--- src/design/sid_regs.svh ---
`ifndef SID_REGS_SVH
`define SID_REGS_SVH
// opcodes
`define SID_OP_SET_LATCH   8'h06
`define SID_OP_CLR_LATCH   8'h04
`define SID_OP_STAT_WR     8'h01
`define SID_OP_STAT_RD     8'h05
`define SID_OP_RESTORE     8'h07
`define SID_OP_MEM_WR_LO   3'h2
`define SID_OP_MEM_RD_LO   3'h3
// nonvolatile status bits b7:b2 kept as nv[5:0]
`define SID_NV_RESET       6'h00
`define SID_NV_LOCK        5
`define SID_NV_RANGE       4
`define SID_NV_DOG_HI      3
`define SID_NV_DOG_LO      2
`define SID_NV_BLK_HI      1
`define SID_NV_BLK_LO      0
// address map used by the write guard
`define SID_BLK_Q3         9'h0c0
`define SID_BLK_HALF       9'h080
`define SID_REG_BASE       9'h100
`define SID_REG_FIRST_WR   9'h10a
`define SID_ROM_BASE       9'h110
`define SID_HR_BASE        9'h120
`define SID_HR_LAST        9'h135
`endif

--- src/design/sid_pkg.sv ---
package sid_pkg;
  // byte phase of one chip-select frame
  typedef enum logic [2:0] {
    SID_PH_IDLE,
    SID_PH_OPCODE,
    SID_PH_ADDR,
    SID_PH_WDATA,
    SID_PH_SDATA,
    SID_PH_TX,
    SID_PH_IGNORE
  } sid_phase_t;
endpackage : sid_pkg

--- src/design/sid_decoder.sv ---
`timescale 1ns/1ps
`include "sid_regs.svh"

// three-stage input filter: a change counts once stages two and three agree
module sid_sync3 #(
  parameter int         WIDTH   = 1,
  parameter logic [3:0] RST_VAL = 4'h0
) (
  input  wire logic             clk_sys_in,
  input  wire logic             rst_n_in,
  input  wire logic [WIDTH-1:0] async_in,
  output logic      [WIDTH-1:0] filt_out
);
  logic [WIDTH-1:0] s1_q, s2_q, s3_q; // s1 only feeds s2

  // shift chain, reset to idle pin levels
  always_ff @(posedge clk_sys_in or negedge rst_n_in) begin
    if (!rst_n_in) begin
      s1_q     <= RST_VAL[WIDTH-1:0];
      s2_q     <= RST_VAL[WIDTH-1:0];
      s3_q     <= RST_VAL[WIDTH-1:0];
      filt_out <= RST_VAL[WIDTH-1:0];
    end else begin
      s1_q <= async_in;
      s2_q <= s1_q;
      s3_q <= s2_q;
      // per bit: take stage three only when it matches stage two
      filt_out <= (s2_q & s3_q) | (filt_out & (s2_q | s3_q));
    end
  end
endmodule : sid_sync3

// write buffer between the serial decoder and the nv engine
module sid_fifo #(
  parameter int WIDTH = 17,
  parameter int DEPTH = 32
) (
  input  wire logic             clk_sys_in,
  input  wire logic             rst_n_in,
  input  wire logic             in_valid_in,
  output logic                  in_ready_out,
  input  wire logic [WIDTH-1:0] in_data_in,
  output logic                  out_valid_out,
  input  wire logic             out_ready_in,
  output logic      [WIDTH-1:0] out_data_out
);
  localparam int AW = $clog2(DEPTH);
  logic [WIDTH-1:0] mem_q [DEPTH];   // storage, no reset needed
  logic [AW-1:0]    wr_ptr_q;         // next slot to fill
  logic [AW-1:0]    rd_ptr_q;         // next slot to drain
  logic [AW:0]      cnt_q;            // words held
  logic             push, pop;

  assign push          = in_valid_in & in_ready_out;
  assign pop           = out_valid_out & out_ready_in;
  assign out_data_out  = mem_q[rd_ptr_q];

  // storage write
  always_ff @(posedge clk_sys_in) begin
    if (push) begin
      mem_q[wr_ptr_q] <= in_data_in;
    end
  end

  // pointers, count and registered full/empty flags
  always_ff @(posedge clk_sys_in or negedge rst_n_in) begin
    if (!rst_n_in) begin
      wr_ptr_q      <= '0;
      rd_ptr_q      <= '0;
      cnt_q         <= '0;
      in_ready_out  <= 1'b1;
      out_valid_out <= 1'b0;
    end else begin
      if (push) wr_ptr_q <= wr_ptr_q + 1'b1;
      if (pop)  rd_ptr_q <= rd_ptr_q + 1'b1;
      unique case ({push, pop})
        2'b10: begin
          cnt_q         <= cnt_q + 1'b1;
          in_ready_out  <= (cnt_q != (AW+1)'(DEPTH - 1));
          out_valid_out <= 1'b1;
        end
        2'b01: begin
          cnt_q         <= cnt_q - 1'b1;
          in_ready_out  <= 1'b1;
          out_valid_out <= (cnt_q != (AW+1)'(1));
        end
        default: begin
          cnt_q <= cnt_q;
        end
      endcase
    end
  end
endmodule : sid_fifo

module sid_decoder
  import sid_pkg::*;
(
  input  wire logic       clk_sys_in,
  input  wire logic       rst_n_in,
  input  wire logic       chip_select_low_in,      // serial select pin
  input  wire logic       sck_in,                  // serial clock pin
  input  wire logic       si_in,                   // serial data in pin
  input  wire logic       hw_protect_pin_low_in,   // protect pin, low protects
  output logic            so_out,                  // serial data out
  output logic            so_oe_n_out,             // low while driving so
  output logic            mode_idle_high_out,      // 1 = mode (1,1)
  input  wire logic       nv_busy_in,              // nv write cycle running
  output logic            mem_wr_valid_out,        // buffered write word
  input  wire logic       mem_wr_ready_in,
  output logic [8:0]      mem_wr_addr_out,
  output logic [7:0]      mem_wr_data_out,
  output logic            mem_commit_out,          // start programming, pulse
  output logic            mem_abort_out,           // drop buffered bytes, pulse
  output logic            status_commit_out,       // nv status bits changed, pulse
  output logic            mem_rd_req_out,          // read strobe, pulse
  output logic [8:0]      mem_rd_addr_out,
  input  wire logic [7:0] mem_rd_data_in,          // valid cycle after strobe
  output logic            restore_defaults_out,    // reload 120h-125h, pulse
  output logic            status_lock_enable_out,
  output logic            high_range_guard_out,
  output logic [1:0]      dog_timeout_sel_out,
  output logic [1:0]      block_guard_sel_out
);
  logic [3:0]  pins_f;                // filtered cs, sck, si, protect pin
  logic        cs_f, sck_f, si_f, wp_f;
  logic        cs_prev_q, sck_prev_q; // previous filtered levels
  logic        cs_fall, cs_rise, sck_rise, sck_fall;
  sid_phase_t  phase_q;               // byte phase
  logic [2:0]  bit_cnt_q;             // received bits in byte
  logic [6:0]  rx_sh_q;               // received bits, msb first
  logic [7:0]  rx_byte;
  logic        byte_done;
  logic        is_read_q;             // address byte belongs to a read
  logic        addr_hi_q;             // ninth address bit from opcode
  logic [8:0]  addr_q;                // running byte address
  logic        latch_q;               // write-enable latch
  logic        write_busy_flag;       // nv cycle busy, status bit 0
  logic        busy_q;
  logic [5:0]  nv_q;                  // status bits b7:b2
  logic [7:0]  sdata_q;               // last status byte received
  logic        sdata_got_q;
  logic        pushed_q, overrun_q;   // write frame bookkeeping
  logic        lock_now;              // nv status bits write-locked
  logic        addr_ok;               // target address writable
  logic        push;
  logic [2:0]  tx_cnt_q;
  logic [6:0]  tx_sh_q;
  logic        tx_src_stat_q;         // transmit status, else memory
  logic [7:0]  stat_byte, next_byte;
  logic        rd_pend_q;
  logic [7:0]  rd_data_q;
  logic        fifo_in_ready;
  logic [16:0] fifo_out;

  sid_sync3 #(.WIDTH(4), .RST_VAL(4'h9)) u_sync (
    .clk_sys_in (clk_sys_in),
    .rst_n_in   (rst_n_in),
    .async_in   ({hw_protect_pin_low_in, si_in, sck_in, chip_select_low_in}),
    .filt_out   (pins_f)
  );
  assign {wp_f, si_f, sck_f, cs_f} = pins_f;

  // edge finders on the filtered pins; sck edges only count while selected
  always_ff @(posedge clk_sys_in or negedge rst_n_in) begin
    if (!rst_n_in) begin
      cs_prev_q  <= 1'b1;
      sck_prev_q <= 1'b0;
    end else begin
      cs_prev_q  <= cs_f;
      sck_prev_q <= sck_f;
    end
  end
  assign cs_fall  = cs_prev_q & ~cs_f;
  assign cs_rise  = ~cs_prev_q & cs_f;
  assign sck_rise = ~sck_prev_q & sck_f & ~cs_f & ~cs_prev_q;
  assign sck_fall = sck_prev_q & ~sck_f & ~cs_f & ~cs_prev_q;

  // mode latched at select fall; in (1,1) the lone leading fall finds no tx
  always_ff @(posedge clk_sys_in or negedge rst_n_in) begin
    if (!rst_n_in) begin
      mode_idle_high_out <= 1'b0;
    end else if (cs_fall) begin
      mode_idle_high_out <= sck_f;
    end
  end

  // receive shifter, msb first, one byte per eight rises
  always_ff @(posedge clk_sys_in or negedge rst_n_in) begin
    if (!rst_n_in) begin
      bit_cnt_q <= 3'h0;
      rx_sh_q   <= 7'h00;
    end else if (cs_fall) begin
      bit_cnt_q <= 3'h0;
    end else if (sck_rise) begin
      bit_cnt_q <= bit_cnt_q + 3'h1;
      rx_sh_q   <= {rx_sh_q[5:0], si_f};
    end
  end
  assign rx_byte   = {rx_sh_q, si_f};
  assign byte_done = sck_rise & (bit_cnt_q == 3'h7);

  // busy flag from the nv engine, shown as status bit 0
  always_ff @(posedge clk_sys_in or negedge rst_n_in) begin
    if (!rst_n_in) busy_q <= 1'b0;
    else           busy_q <= nv_busy_in;
  end
  assign write_busy_flag = busy_q;
  // status is not memory mapped; it is only this byte
  assign stat_byte = {nv_q, latch_q, write_busy_flag};
  assign lock_now  = nv_q[`SID_NV_LOCK] & ~wp_f;

  // byte phase machine; busy refuses all but the status read
  always_ff @(posedge clk_sys_in or negedge rst_n_in) begin
    if (!rst_n_in) begin
      phase_q   <= SID_PH_IDLE;
      is_read_q <= 1'b0;
      addr_hi_q <= 1'b0;
    end else if (cs_fall) begin
      phase_q <= SID_PH_OPCODE;
    end else if (cs_rise) begin
      phase_q <= SID_PH_IDLE;
    end else if (byte_done) begin
      unique case (phase_q)
        SID_PH_OPCODE: begin
          if (rx_byte == `SID_OP_STAT_RD) begin
            phase_q <= SID_PH_TX;
          end else if (busy_q) begin
            phase_q <= SID_PH_IGNORE;
          end else if (rx_byte == `SID_OP_STAT_WR) begin
            phase_q <= SID_PH_SDATA;
          end else if (rx_byte[7:4] == 4'h0 && (rx_byte[2:0] == `SID_OP_MEM_WR_LO
                       || rx_byte[2:0] == `SID_OP_MEM_RD_LO)) begin
            phase_q   <= SID_PH_ADDR;
            is_read_q <= rx_byte[0];
            addr_hi_q <= rx_byte[3];
          end else begin
            // one-byte commands and unknown codes: rest of frame ignored
            phase_q <= SID_PH_IGNORE;
          end
        end
        SID_PH_ADDR: begin
          phase_q <= is_read_q ? SID_PH_TX : SID_PH_WDATA;
        end
        default: begin
          phase_q <= phase_q; // data phases hold until deselect
        end
      endcase
    end
  end

  // write-enable latch: set and clear commands, cleared by a done write
  always_ff @(posedge clk_sys_in or negedge rst_n_in) begin
    if (!rst_n_in) begin
      latch_q <= 1'b0;
    end else if (byte_done && phase_q == SID_PH_OPCODE && !busy_q
                 && rx_byte == `SID_OP_SET_LATCH) begin
      latch_q <= 1'b1;
    end else if (byte_done && phase_q == SID_PH_OPCODE && !busy_q
                 && rx_byte == `SID_OP_CLR_LATCH) begin
      latch_q <= 1'b0;
    end else if (mem_commit_out || status_commit_out) begin
      latch_q <= 1'b0;
    end
  end

  // restore pulse as soon as the opcode's last bit is in
  always_ff @(posedge clk_sys_in or negedge rst_n_in) begin
    if (!rst_n_in) restore_defaults_out <= 1'b0;
    else restore_defaults_out <= byte_done && phase_q == SID_PH_OPCODE && !busy_q
                                 && rx_byte == `SID_OP_RESTORE;
  end

  // status write: keep the last byte, apply at deselect on whole bytes
  always_ff @(posedge clk_sys_in or negedge rst_n_in) begin
    if (!rst_n_in) begin
      nv_q              <= `SID_NV_RESET;
      sdata_q           <= 8'h00;
      sdata_got_q       <= 1'b0;
      status_commit_out <= 1'b0;
    end else begin
      status_commit_out <= 1'b0;
      if (cs_fall) begin
        sdata_got_q <= 1'b0;
      end else if (byte_done && phase_q == SID_PH_SDATA) begin
        sdata_q     <= rx_byte;
        sdata_got_q <= 1'b1;
      end else if (cs_rise && phase_q == SID_PH_SDATA && sdata_got_q
                   && bit_cnt_q == 3'h0 && latch_q && !lock_now) begin
        nv_q              <= sdata_q[7:2];
        status_commit_out <= 1'b1;
      end
    end
  end

  // write guard per target address
  always_comb begin
    addr_ok = 1'b0;
    if (addr_q < `SID_REG_BASE) begin
      unique case (nv_q[`SID_NV_BLK_HI:`SID_NV_BLK_LO])
        2'b00:   addr_ok = 1'b1;
        2'b01:   addr_ok = addr_q < `SID_BLK_Q3;
        2'b10:   addr_ok = addr_q < `SID_BLK_HALF;
        2'b11:   addr_ok = 1'b0;
      endcase
    end else if (addr_q < `SID_ROM_BASE) begin
      addr_ok = addr_q >= `SID_REG_FIRST_WR;
    end else if (addr_q >= `SID_HR_BASE && addr_q <= `SID_HR_LAST) begin
      addr_ok = ~nv_q[`SID_NV_RANGE];
    end
  end
  assign push = byte_done && phase_q == SID_PH_WDATA && latch_q && addr_ok;

  // address pointer: writes wrap in a 16-byte segment, reads run on
  always_ff @(posedge clk_sys_in or negedge rst_n_in) begin
    if (!rst_n_in) begin
      addr_q <= 9'h000;
    end else if (byte_done && phase_q == SID_PH_ADDR) begin
      addr_q <= {addr_hi_q, rx_byte};
    end else if (byte_done && phase_q == SID_PH_WDATA) begin
      addr_q <= {addr_q[8:4], addr_q[3:0] + 4'h1};
    end else if (mem_rd_req_out) begin
      addr_q <= addr_q + 9'h001;
    end
  end

  // write frame: commit on whole bytes, else tell the engine to drop
  always_ff @(posedge clk_sys_in or negedge rst_n_in) begin
    if (!rst_n_in) begin
      pushed_q       <= 1'b0;
      overrun_q      <= 1'b0;
      mem_commit_out <= 1'b0;
      mem_abort_out  <= 1'b0;
    end else begin
      mem_commit_out <= 1'b0;
      mem_abort_out  <= 1'b0;
      if (cs_fall) begin
        pushed_q  <= 1'b0;
        overrun_q <= 1'b0;
      end else if (push) begin
        pushed_q <= pushed_q | fifo_in_ready;
        // a full buffer cannot stall the master, so the frame fails
        overrun_q <= overrun_q | ~fifo_in_ready;
      end else if (cs_rise && phase_q == SID_PH_WDATA && pushed_q) begin
        if (!overrun_q && bit_cnt_q == 3'h0 && latch_q) begin
          mem_commit_out <= 1'b1;
        end else begin
          mem_abort_out <= 1'b1;
        end
      end
    end
  end

  sid_fifo #(.WIDTH(17), .DEPTH(32)) u_fifo (
    .clk_sys_in    (clk_sys_in),
    .rst_n_in      (rst_n_in),
    .in_valid_in   (push),
    .in_ready_out  (fifo_in_ready),
    .in_data_in    ({addr_q, rx_byte}),
    .out_valid_out (mem_wr_valid_out),
    .out_ready_in  (mem_wr_ready_in),
    .out_data_out  (fifo_out)
  );
  assign {mem_wr_addr_out, mem_wr_data_out} = fifo_out;

  // read strobes: first at the address byte, then one per loaded byte
  always_ff @(posedge clk_sys_in or negedge rst_n_in) begin
    if (!rst_n_in) begin
      mem_rd_req_out <= 1'b0;
      rd_pend_q      <= 1'b0;
      rd_data_q      <= 8'h00;
    end else begin
      mem_rd_req_out <= (byte_done && phase_q == SID_PH_ADDR && is_read_q)
                        || (sck_fall && phase_q == SID_PH_TX && !tx_src_stat_q
                            && tx_cnt_q == 3'h0);
      rd_pend_q <= mem_rd_req_out;
      if (rd_pend_q) rd_data_q <= mem_rd_data_in;
    end
  end
  assign mem_rd_addr_out = addr_q;
  assign next_byte = tx_src_stat_q ? stat_byte : rd_data_q;

  // transmit shifter: new bit after each falling edge, msb first
  always_ff @(posedge clk_sys_in or negedge rst_n_in) begin
    if (!rst_n_in) begin
      tx_cnt_q      <= 3'h0;
      tx_sh_q       <= 7'h00;
      tx_src_stat_q <= 1'b0;
      so_out        <= 1'b0;
    end else if (cs_fall) begin
      tx_cnt_q <= 3'h0;
    end else if (byte_done && phase_q == SID_PH_OPCODE) begin
      tx_src_stat_q <= (rx_byte == `SID_OP_STAT_RD);
    end else if (sck_fall && phase_q == SID_PH_TX) begin
      tx_cnt_q <= tx_cnt_q + 3'h1;
      if (tx_cnt_q == 3'h0) begin
        // status reloads each byte so busy can be polled without a new opcode
        so_out  <= next_byte[7];
        tx_sh_q <= next_byte[6:0];
      end else begin
        so_out  <= tx_sh_q[6];
        tx_sh_q <= {tx_sh_q[5:0], 1'b0};
      end
    end
  end

  // output enable follows the filtered select
  always_ff @(posedge clk_sys_in or negedge rst_n_in) begin
    if (!rst_n_in) so_oe_n_out <= 1'b1;
    else           so_oe_n_out <= cs_f;
  end

  // status fields out to the guard and watchdog logic
  always_ff @(posedge clk_sys_in or negedge rst_n_in) begin
    if (!rst_n_in) begin
      status_lock_enable_out <= 1'b0;
      high_range_guard_out   <= 1'b0;
      dog_timeout_sel_out    <= 2'h0;
      block_guard_sel_out    <= 2'h0;
    end else begin
      status_lock_enable_out <= nv_q[`SID_NV_LOCK];
      high_range_guard_out   <= nv_q[`SID_NV_RANGE];
      dog_timeout_sel_out    <= nv_q[`SID_NV_DOG_HI:`SID_NV_DOG_LO];
      block_guard_sel_out    <= nv_q[`SID_NV_BLK_HI:`SID_NV_BLK_LO];
    end
  end
endmodule : sid_decoder

--- config.mk ---
export PLATFORM = sky130hd
export DESIGN_NAME = sid_decoder
export DESIGN_NICKNAME = d
export VERILOG_FILES = /design/src/design/sid_pkg.sv /design/src/design/sid_decoder.sv
export VERILOG_INCLUDE_DIRS = /design/src /design/src/design
export SDC_FILE = /design/constraint.sdc
export NUM_CORES = 1
export LEC_CHECK = 0
export BUFFER_PORTS_ARGS = -buffer_cell sky130_fd_sc_hd__buf_2
export CAP_MARGIN = 20
export CORE_MARGIN = 5
export CORE_UTILIZATION = 30
export CTS_BUF_LIST = sky130_fd_sc_hd__clkbuf_4
export DETAILED_ROUTE_END_ITERATION = 16
export SLEW_MARGIN = 0
export SYNTH_ARGS = -nofsm -noshare
export SYNTH_HDL_FRONTEND = slang
export SYNTH_SLANG_ARGS = --single-unit
--- constraint.sdc ---
create_clock -name clk_sys_in -period 5.67 [get_ports clk_sys_in]
set_clock_uncertainty 0.05 [all_clocks]
set_input_delay 1.701 -clock clk_sys_in [delete_from_list [all_inputs] [get_ports clk_sys_in]]
set_output_delay 1.701 -clock clk_sys_in [all_outputs]
set_load 0.01 [all_outputs]
* After elaboration in Yosys (flattened, before gate mapping)
Memories as Yosys holds them, arrays and structs flattened.
Index checks and enable logic that the tools add are counted.
** Word-level totals
- Output and inout bits :: 41
- Word-level logic and storage cells :: 215
- Flip-flop bits (word level) :: 112
- Memories :: 1
- Memory bits (writable) :: 544
** Cells by class
- Mux-type cells :: 49
- Add/sub/neg operators :: 8
- Bitwise logic cells :: 32
- Reductions and logical operators :: 55
- Eq/ne operators :: 22
- Magnitude comparators :: 7
** Memories
- u_fifo.mem_q :: depth 32, width 17, rd ports 1, clocked after Yosys merged registers in 0, write ports 1, line sid_decoder.sv:48 : logic [WIDTH-1:0] mem_q [DEPTH];
** Operators with widths (number)
- 2-to-1 mux 3 bit :: 13
- equality test 8 x 3 -> 1 bit, second input constant :: 4
- 2-to-1 mux 9 bit :: 3
- 2-to-1 mux 1 bit :: 26
- logical AND 1 bit :: 25
- greater-or-equal comparator 9 bit, second input constant :: 2
- < comparator 9 x 8 -> 1 bit, second input constant :: 2
- < comparator 9 bit, second input constant :: 2
- NOT 1 bit :: 14
- AND 1 bit :: 12
- equality test 3 x 2 -> 1 bit, second input constant :: 4
- case mux 6 bit (2 select lines) :: 1
- AND reduction 2 bit :: 6
- nonzero test 2 bit :: 6
- adder 5 x 1 -> 5 bit, second input constant :: 2
- adder 9 x 1 -> 9 bit, second input constant :: 1
- equality test 3 bit, second input constant :: 3
- <= comparator 9 bit, second input constant :: 1
- nonzero test 3 bit :: 3
- AND 4 bit :: 2
- equality test 8 x 1 -> 1 bit, second input constant :: 1
- 2-to-1 mux 8 bit :: 1
- bitwise OR 4 bit :: 2
- AND reduction 8 bit :: 1
- 23 further kinds :: 36

* Depth between registers and ports, before layout
- Depth after elaboration :: 11
- Mapped depth :: 12
- Mapped depth without buffers :: 11

* By module
From an unflattened synthesis, not the netlist that was laid out.
** Unflattened totals
- Cell total of the unflattened synthesis :: 1583
- Area total of the unflattened synthesis :: 26322.7 sq um
** Modules (own cells, without submodules)
- sid_fifo :: times used 1, seq. area each 16787.4 sq um, cells an instance 1213, area an instance 22190.0 sq um
- sid_decoder :: times used 1, seq. area each 1903.1 sq um, cells an instance 350, area an instance 3677.3 sq um
- sid_sync3 :: times used 1, seq. area each 410.4 sq um, cells an instance 20, area an instance 455.4 sq um

* Least setup slack after synthesis
No wires, ideal clock.
- Kind :: register to output
- Start point :: register u_fifo.rd_ptr_q[0]
- End point :: output mem_wr_addr_out[2]
- Data required time :: 3.919 ns
- Buffers on the path :: 2
- Stages on the path, launching flop included :: 7
- Slack :: 2.025 ns
- Data arrival time :: 1.894 ns
- Path through :: dfrtp_1 > buf_2 > buf_2 > mux4_2 > a22o_1 > a2111oi_0 > a21oi_1
** Between the ends
- Cells in the longest elaborated chain, start to end :: 1
** RTL lines
- start, declared :: line sid_decoder.sv:50 : logic [AW-1:0] rd_ptr_q;
- start signal, assigned :: line sid_decoder.sv:75 : if (pop) rd_ptr_q <= rd_ptr_q + 1'b1;
- memory (32 x 17 bit)
- end, declared :: line sid_decoder.sv:110 : output logic [8:0] mem_wr_addr_out,
No other way between the ends.

* Worst setup path after layout
- Start point :: register u_fifo.rd_ptr_q[0]
- End point :: output mem_wr_data_out[3]
** Between the ends
- Cells in the longest elaborated chain, start to end :: 1
** RTL lines
- memory (32 x 17 bit)
- end, declared :: line sid_decoder.sv:111 : output logic [7:0] mem_wr_data_out,
No other way between the ends.

==> flow_summary.toml <==
[clock_network]
clock_sinks = 654
cts_htree_levels = 4
tritoncts = "built"
cts-root-to-sink-buffers = 3
root_buffer = "sky130_fd_sc_hd__clkbuf_4"
clock_latency_ns = 0.94
cts_hold_repair.buffers = 0
cts.clk_slew.worst_paths_ns = 0.07
cts_buffers = 167

[route]
drt_drc_violations_left = 0
avgViaCountPerCell = 4.905
detailed_route_via_count = 14076
drt-total-wl_um = 62300
drt_pre_antenna_iters = 5
detail_route.wl_per_cell_um = 21.71
detail-route-antenna-nets = 0
1st_iter_drt_viols = 1288

[floorplanning]
die_w_um = 302.6
num_rows = 107
placeableCoreArea_um2 = 85010
full_die_area_um2 = 91560
starting_density_pct = 30.21
num_io_pins = 57
die_height_um = 302.6

[place]
placed_cells_incl_taps = 2582
place_ws_ns = 0.9780
place.port_buffers = 56
detailed_place_hpwl_um = 37560
gp_congestion = 0.7668

[cells_and_area]
finalNonFillerCells = 2870
final_core_util_pct = 35.20
register_area_um2 = 19110
design.final.nets = 1650
layout_fillers = 8036
total_area_of_multi_input_combinational_cells_um2 = 6178
final_layout_size_suffix_gt1_share_pct = 33.49
area.growth.synth_to_final_pct = 16.53

[logic_synthesis]
syn_area_per_cell_um2 = 18.80
netlist.area_leader.share_pct = 63.61
async_flop_share_pct = 16.82
synth.yosys.warnings = 0
syn_nets = 1402
synth_cell_type_count = 64
synth.cell_area_um2 = 25680
yosys_most_used_dff = "sky130_fd_sc_hd__edfxtp_1"
ys_seq_elements = 654
synth_edf_count = 544
largest_area_contributor_in_the_netlist = "sky130_fd_sc_hd__edfxtp_1"
post_synth_main_area_contributors = "sky130_fd_sc_hd__edfxtp_1 (64%), sky130_fd_sc_hd__dfrtp_1 (9.7%), sky130_fd_sc_hd__mux4_2 (8.9%)"
synthCells = 1366
synth-seq-area-share_pct = 74.37

[timing]
report.final.setup_viol = 0
totalNegativeSetupSlack_ns = 0
timing.slew.headroom_pct = 27.21
maxSlewViolCount = 0
rsz0062_at_grt = "no"
max_slew.worst_pin.slew_ns = 1.088
setup_slack_ns = 0.2878
min_period_over_period_pct = 94.92
timing.final.hold_violations = 0
max_freq_mhz = 185.8
finalCriticalPeriod_ns = 5.382

[global_routing]
global_route_congestion_overflow_total = 0
vias_in_the_first_global_route = 14731
grt_usage_pct = 13.72
grt_pass1_wl_um = 93290
grt_antenna_before_repair = 3
grt_start_max_net_pins = 72

[critical_path]
critPathArrivalTime_ns = 3.63
worst-path-max-fanout = 15
timing.critical_path.slowest_stage_cell = "sky130_fd_sc_hd__a2111oi_0"
crit_chain = "buf_4, mux4_2, a22o_1, a2111oi_0, a21oi_1, buf_2"
timing.critical_path.from_type = "register"
worst-setup-path-type = "register to primary output"
worst_path_required_time_ns = 3.92
cp_slowest_stage_delay_ns = 0.73
endpoint_kind = "primary output"

[power]
pwr_cell_area_nw_per_um2 = 417.9
p_leak_nw = 10.06
design_power_total_mw = 12.51
power.ir.vdd_worst_uv = 206.0

[run]
max_cap_viol_count = 0

[hold_path]
timing.hold.worst.class = "register to register"

[outcome]
run_status = "finished clean"
cell usage in the layout, fill, tap and decap left out, types with 4 or more instances in the layout:
cell type                   instances
sky130_fd_sc_hd__dfstp_2           10
sky130_fd_sc_hd__inv_1             25
sky130_fd_sc_hd__nand3_1           15
sky130_fd_sc_hd__buf_12             4
sky130_fd_sc_hd__mux2i_1           80
sky130_fd_sc_hd__a22o_1            19
sky130_fd_sc_hd__nor2_2            13
sky130_fd_sc_hd__buf_4             86
sky130_fd_sc_hd__mux2_2            33
sky130_fd_sc_hd__nor2_1            54
sky130_fd_sc_hd__mux4_2           102
sky130_fd_sc_hd__dfrtp_1           96
sky130_fd_sc_hd__xnor2_1           14
sky130_fd_sc_hd__nand2b_1           6
sky130_fd_sc_hd__maj3_1             4
sky130_fd_sc_hd__edfxtp_1         544
sky130_fd_sc_hd__nand3b_1           8
sky130_fd_sc_hd__clkinv_1          27
sky130_fd_sc_hd__buf_8              4
sky130_fd_sc_hd__a211oi_1           5
sky130_fd_sc_hd__nor4_1             4
sky130_fd_sc_hd__nand4_1            7
sky130_fd_sc_hd__ha_1              20
sky130_fd_sc_hd__and3_1             5
sky130_fd_sc_hd__a22oi_1           18
sky130_fd_sc_hd__o21ai_0           20
sky130_fd_sc_hd__o221ai_1          18
sky130_fd_sc_hd__a21oi_1           50
sky130_fd_sc_hd__a2111oi_0         13
sky130_fd_sc_hd__buf_2             55
sky130_fd_sc_hd__a311oi_1           5
sky130_fd_sc_hd__o22ai_1           16
sky130_fd_sc_hd__nand2_1           30
sky130_fd_sc_hd__clkbuf_4         236
final cells by class:
class,count,area share [%]
clock inverter,42,0.8654
inverter,25,0.3136
antenna,3,0.02508
tap,1144,4.783
sequential,654,63.87
multi-input combinational,616,20.64
timing repair buffer,150,3.583
clock buffer,236,5.920
cells in the mapped netlist, types with 15 or more instances:
cell,instances
sky130_fd_sc_hd__nand3_1,15
sky130_fd_sc_hd__clkbuf_1,34
sky130_fd_sc_hd__mux2i_1,80
sky130_fd_sc_hd__nand2_1,30
sky130_fd_sc_hd__mux4_2,102
sky130_fd_sc_hd__a22oi_1,18
sky130_fd_sc_hd__o221ai_1,18
sky130_fd_sc_hd__a22o_1,19
sky130_fd_sc_hd__dfrtp_1,100
sky130_fd_sc_hd__a21oi_1,50
sky130_fd_sc_hd__edfxtp_1,544
sky130_fd_sc_hd__mux2_2,33
sky130_fd_sc_hd__a2111oi_0,16
sky130_fd_sc_hd__ha_1,20
sky130_fd_sc_hd__inv_1,25
sky130_fd_sc_hd__buf_2,19
sky130_fd_sc_hd__o22ai_1,16
sky130_fd_sc_hd__o21ai_0,20
sky130_fd_sc_hd__nor2_1,67
per-layer routing:
metal,global-route usage [%],part of all wire [%]
met2,21.95,49
met4,5.019,1.8
met1,18.10,41
met5,0,0
met3,3.657,8.4
timing repair:
| item | in CTS | in global routing |
|---|---|---|
| endpoints found under the setup margin | 5 | 1 |
| gates resized for setup | 3 | 1 |
| setup buffers | 6 | 0 |
where the power goes:
part / internal (mW) / switching [mW]
combinational: 1.26 / 1.71
clock: 1.97 / 1.87
sequential: 5.44 / 0.255
total: 8.67 / 3.84
metrics by stage:
| stage | hold slack [ns] | area (um2) |
|---|---|---|
| after floorplan | 0.2812 | 25680 |
| after global placement | 0.2845 | 27750 |
| after detailed placement | 0.2847 | 27810 |
| after CTS | 0.2960 | 29910 |
| after global routing | 0.2977 | 29930 |
| final | 0.2965 | 29930 |
sequential cells by signal, indices dropped and copies added, names as in the netlist, 2 cells and up:
register and cells:
u_sync.s3_q 4, sdata_q 6, block_guard_sel_out 2, dog_timeout_sel_out 2, rx_sh_q 7, u_sync.s2_q 4, rd_data_q 8, tx_cnt_q 3
nv_q 6, u_fifo.wr_ptr_q 5, u_fifo.rd_ptr_q 5, phase_q 3, mem_rd_addr_out 9, u_sync.filt_out 4, bit_cnt_q 3, u_fifo.mem_q 544
tx_sh_q 7, u_fifo.cnt_q 6, u_sync.s1_q 4
worst paths after layout:
check	start	end	slack (ns)	cells after the start
setup / recovery	u_fifo.rd_ptr_q[0]	mem_wr_data_out[3]	0.29	6
hold / removal	u_sync.s1_q[2]	u_sync.s2_q[2]	0.30	0
setup reg to reg	mem_rd_addr_out[5]	u_fifo.mem_q[11][6]	1.94	7
hold reg to reg	u_sync.s1_q[2]	u_sync.s2_q[2]	0.30	0
max in group asynchronous	rst_n_in	u_sync.s1_q[3]	3.58	2
min in group asynchronous	rst_n_in	u_fifo.rd_ptr_q[2]	0.88	1
worst max-delay path: cells and delay by family (launching register included):
kind	cells	cell delay [ns]
AO/OA/AOI/OAI	3	1.09
buffers and inverters	2	0.50
flip-flops	1	0.53
multiplexers	1	0.55
logic make-up after synthesis:
| logic type | share of synthesized area, % |
|---|---|
| DFF | 74.37 |
| muxes | 13.51 |
| AOI/OAI and AO/OA | 4.926 |
| and+or+nand+nor | 3.751 |
| buffers and inverters | 1.729 |
| adders and majority gates | 1.130 |
| xor gates and xnor gates | 0.5798 |
No activity file was read; power rests on OpenSTA's default activity.
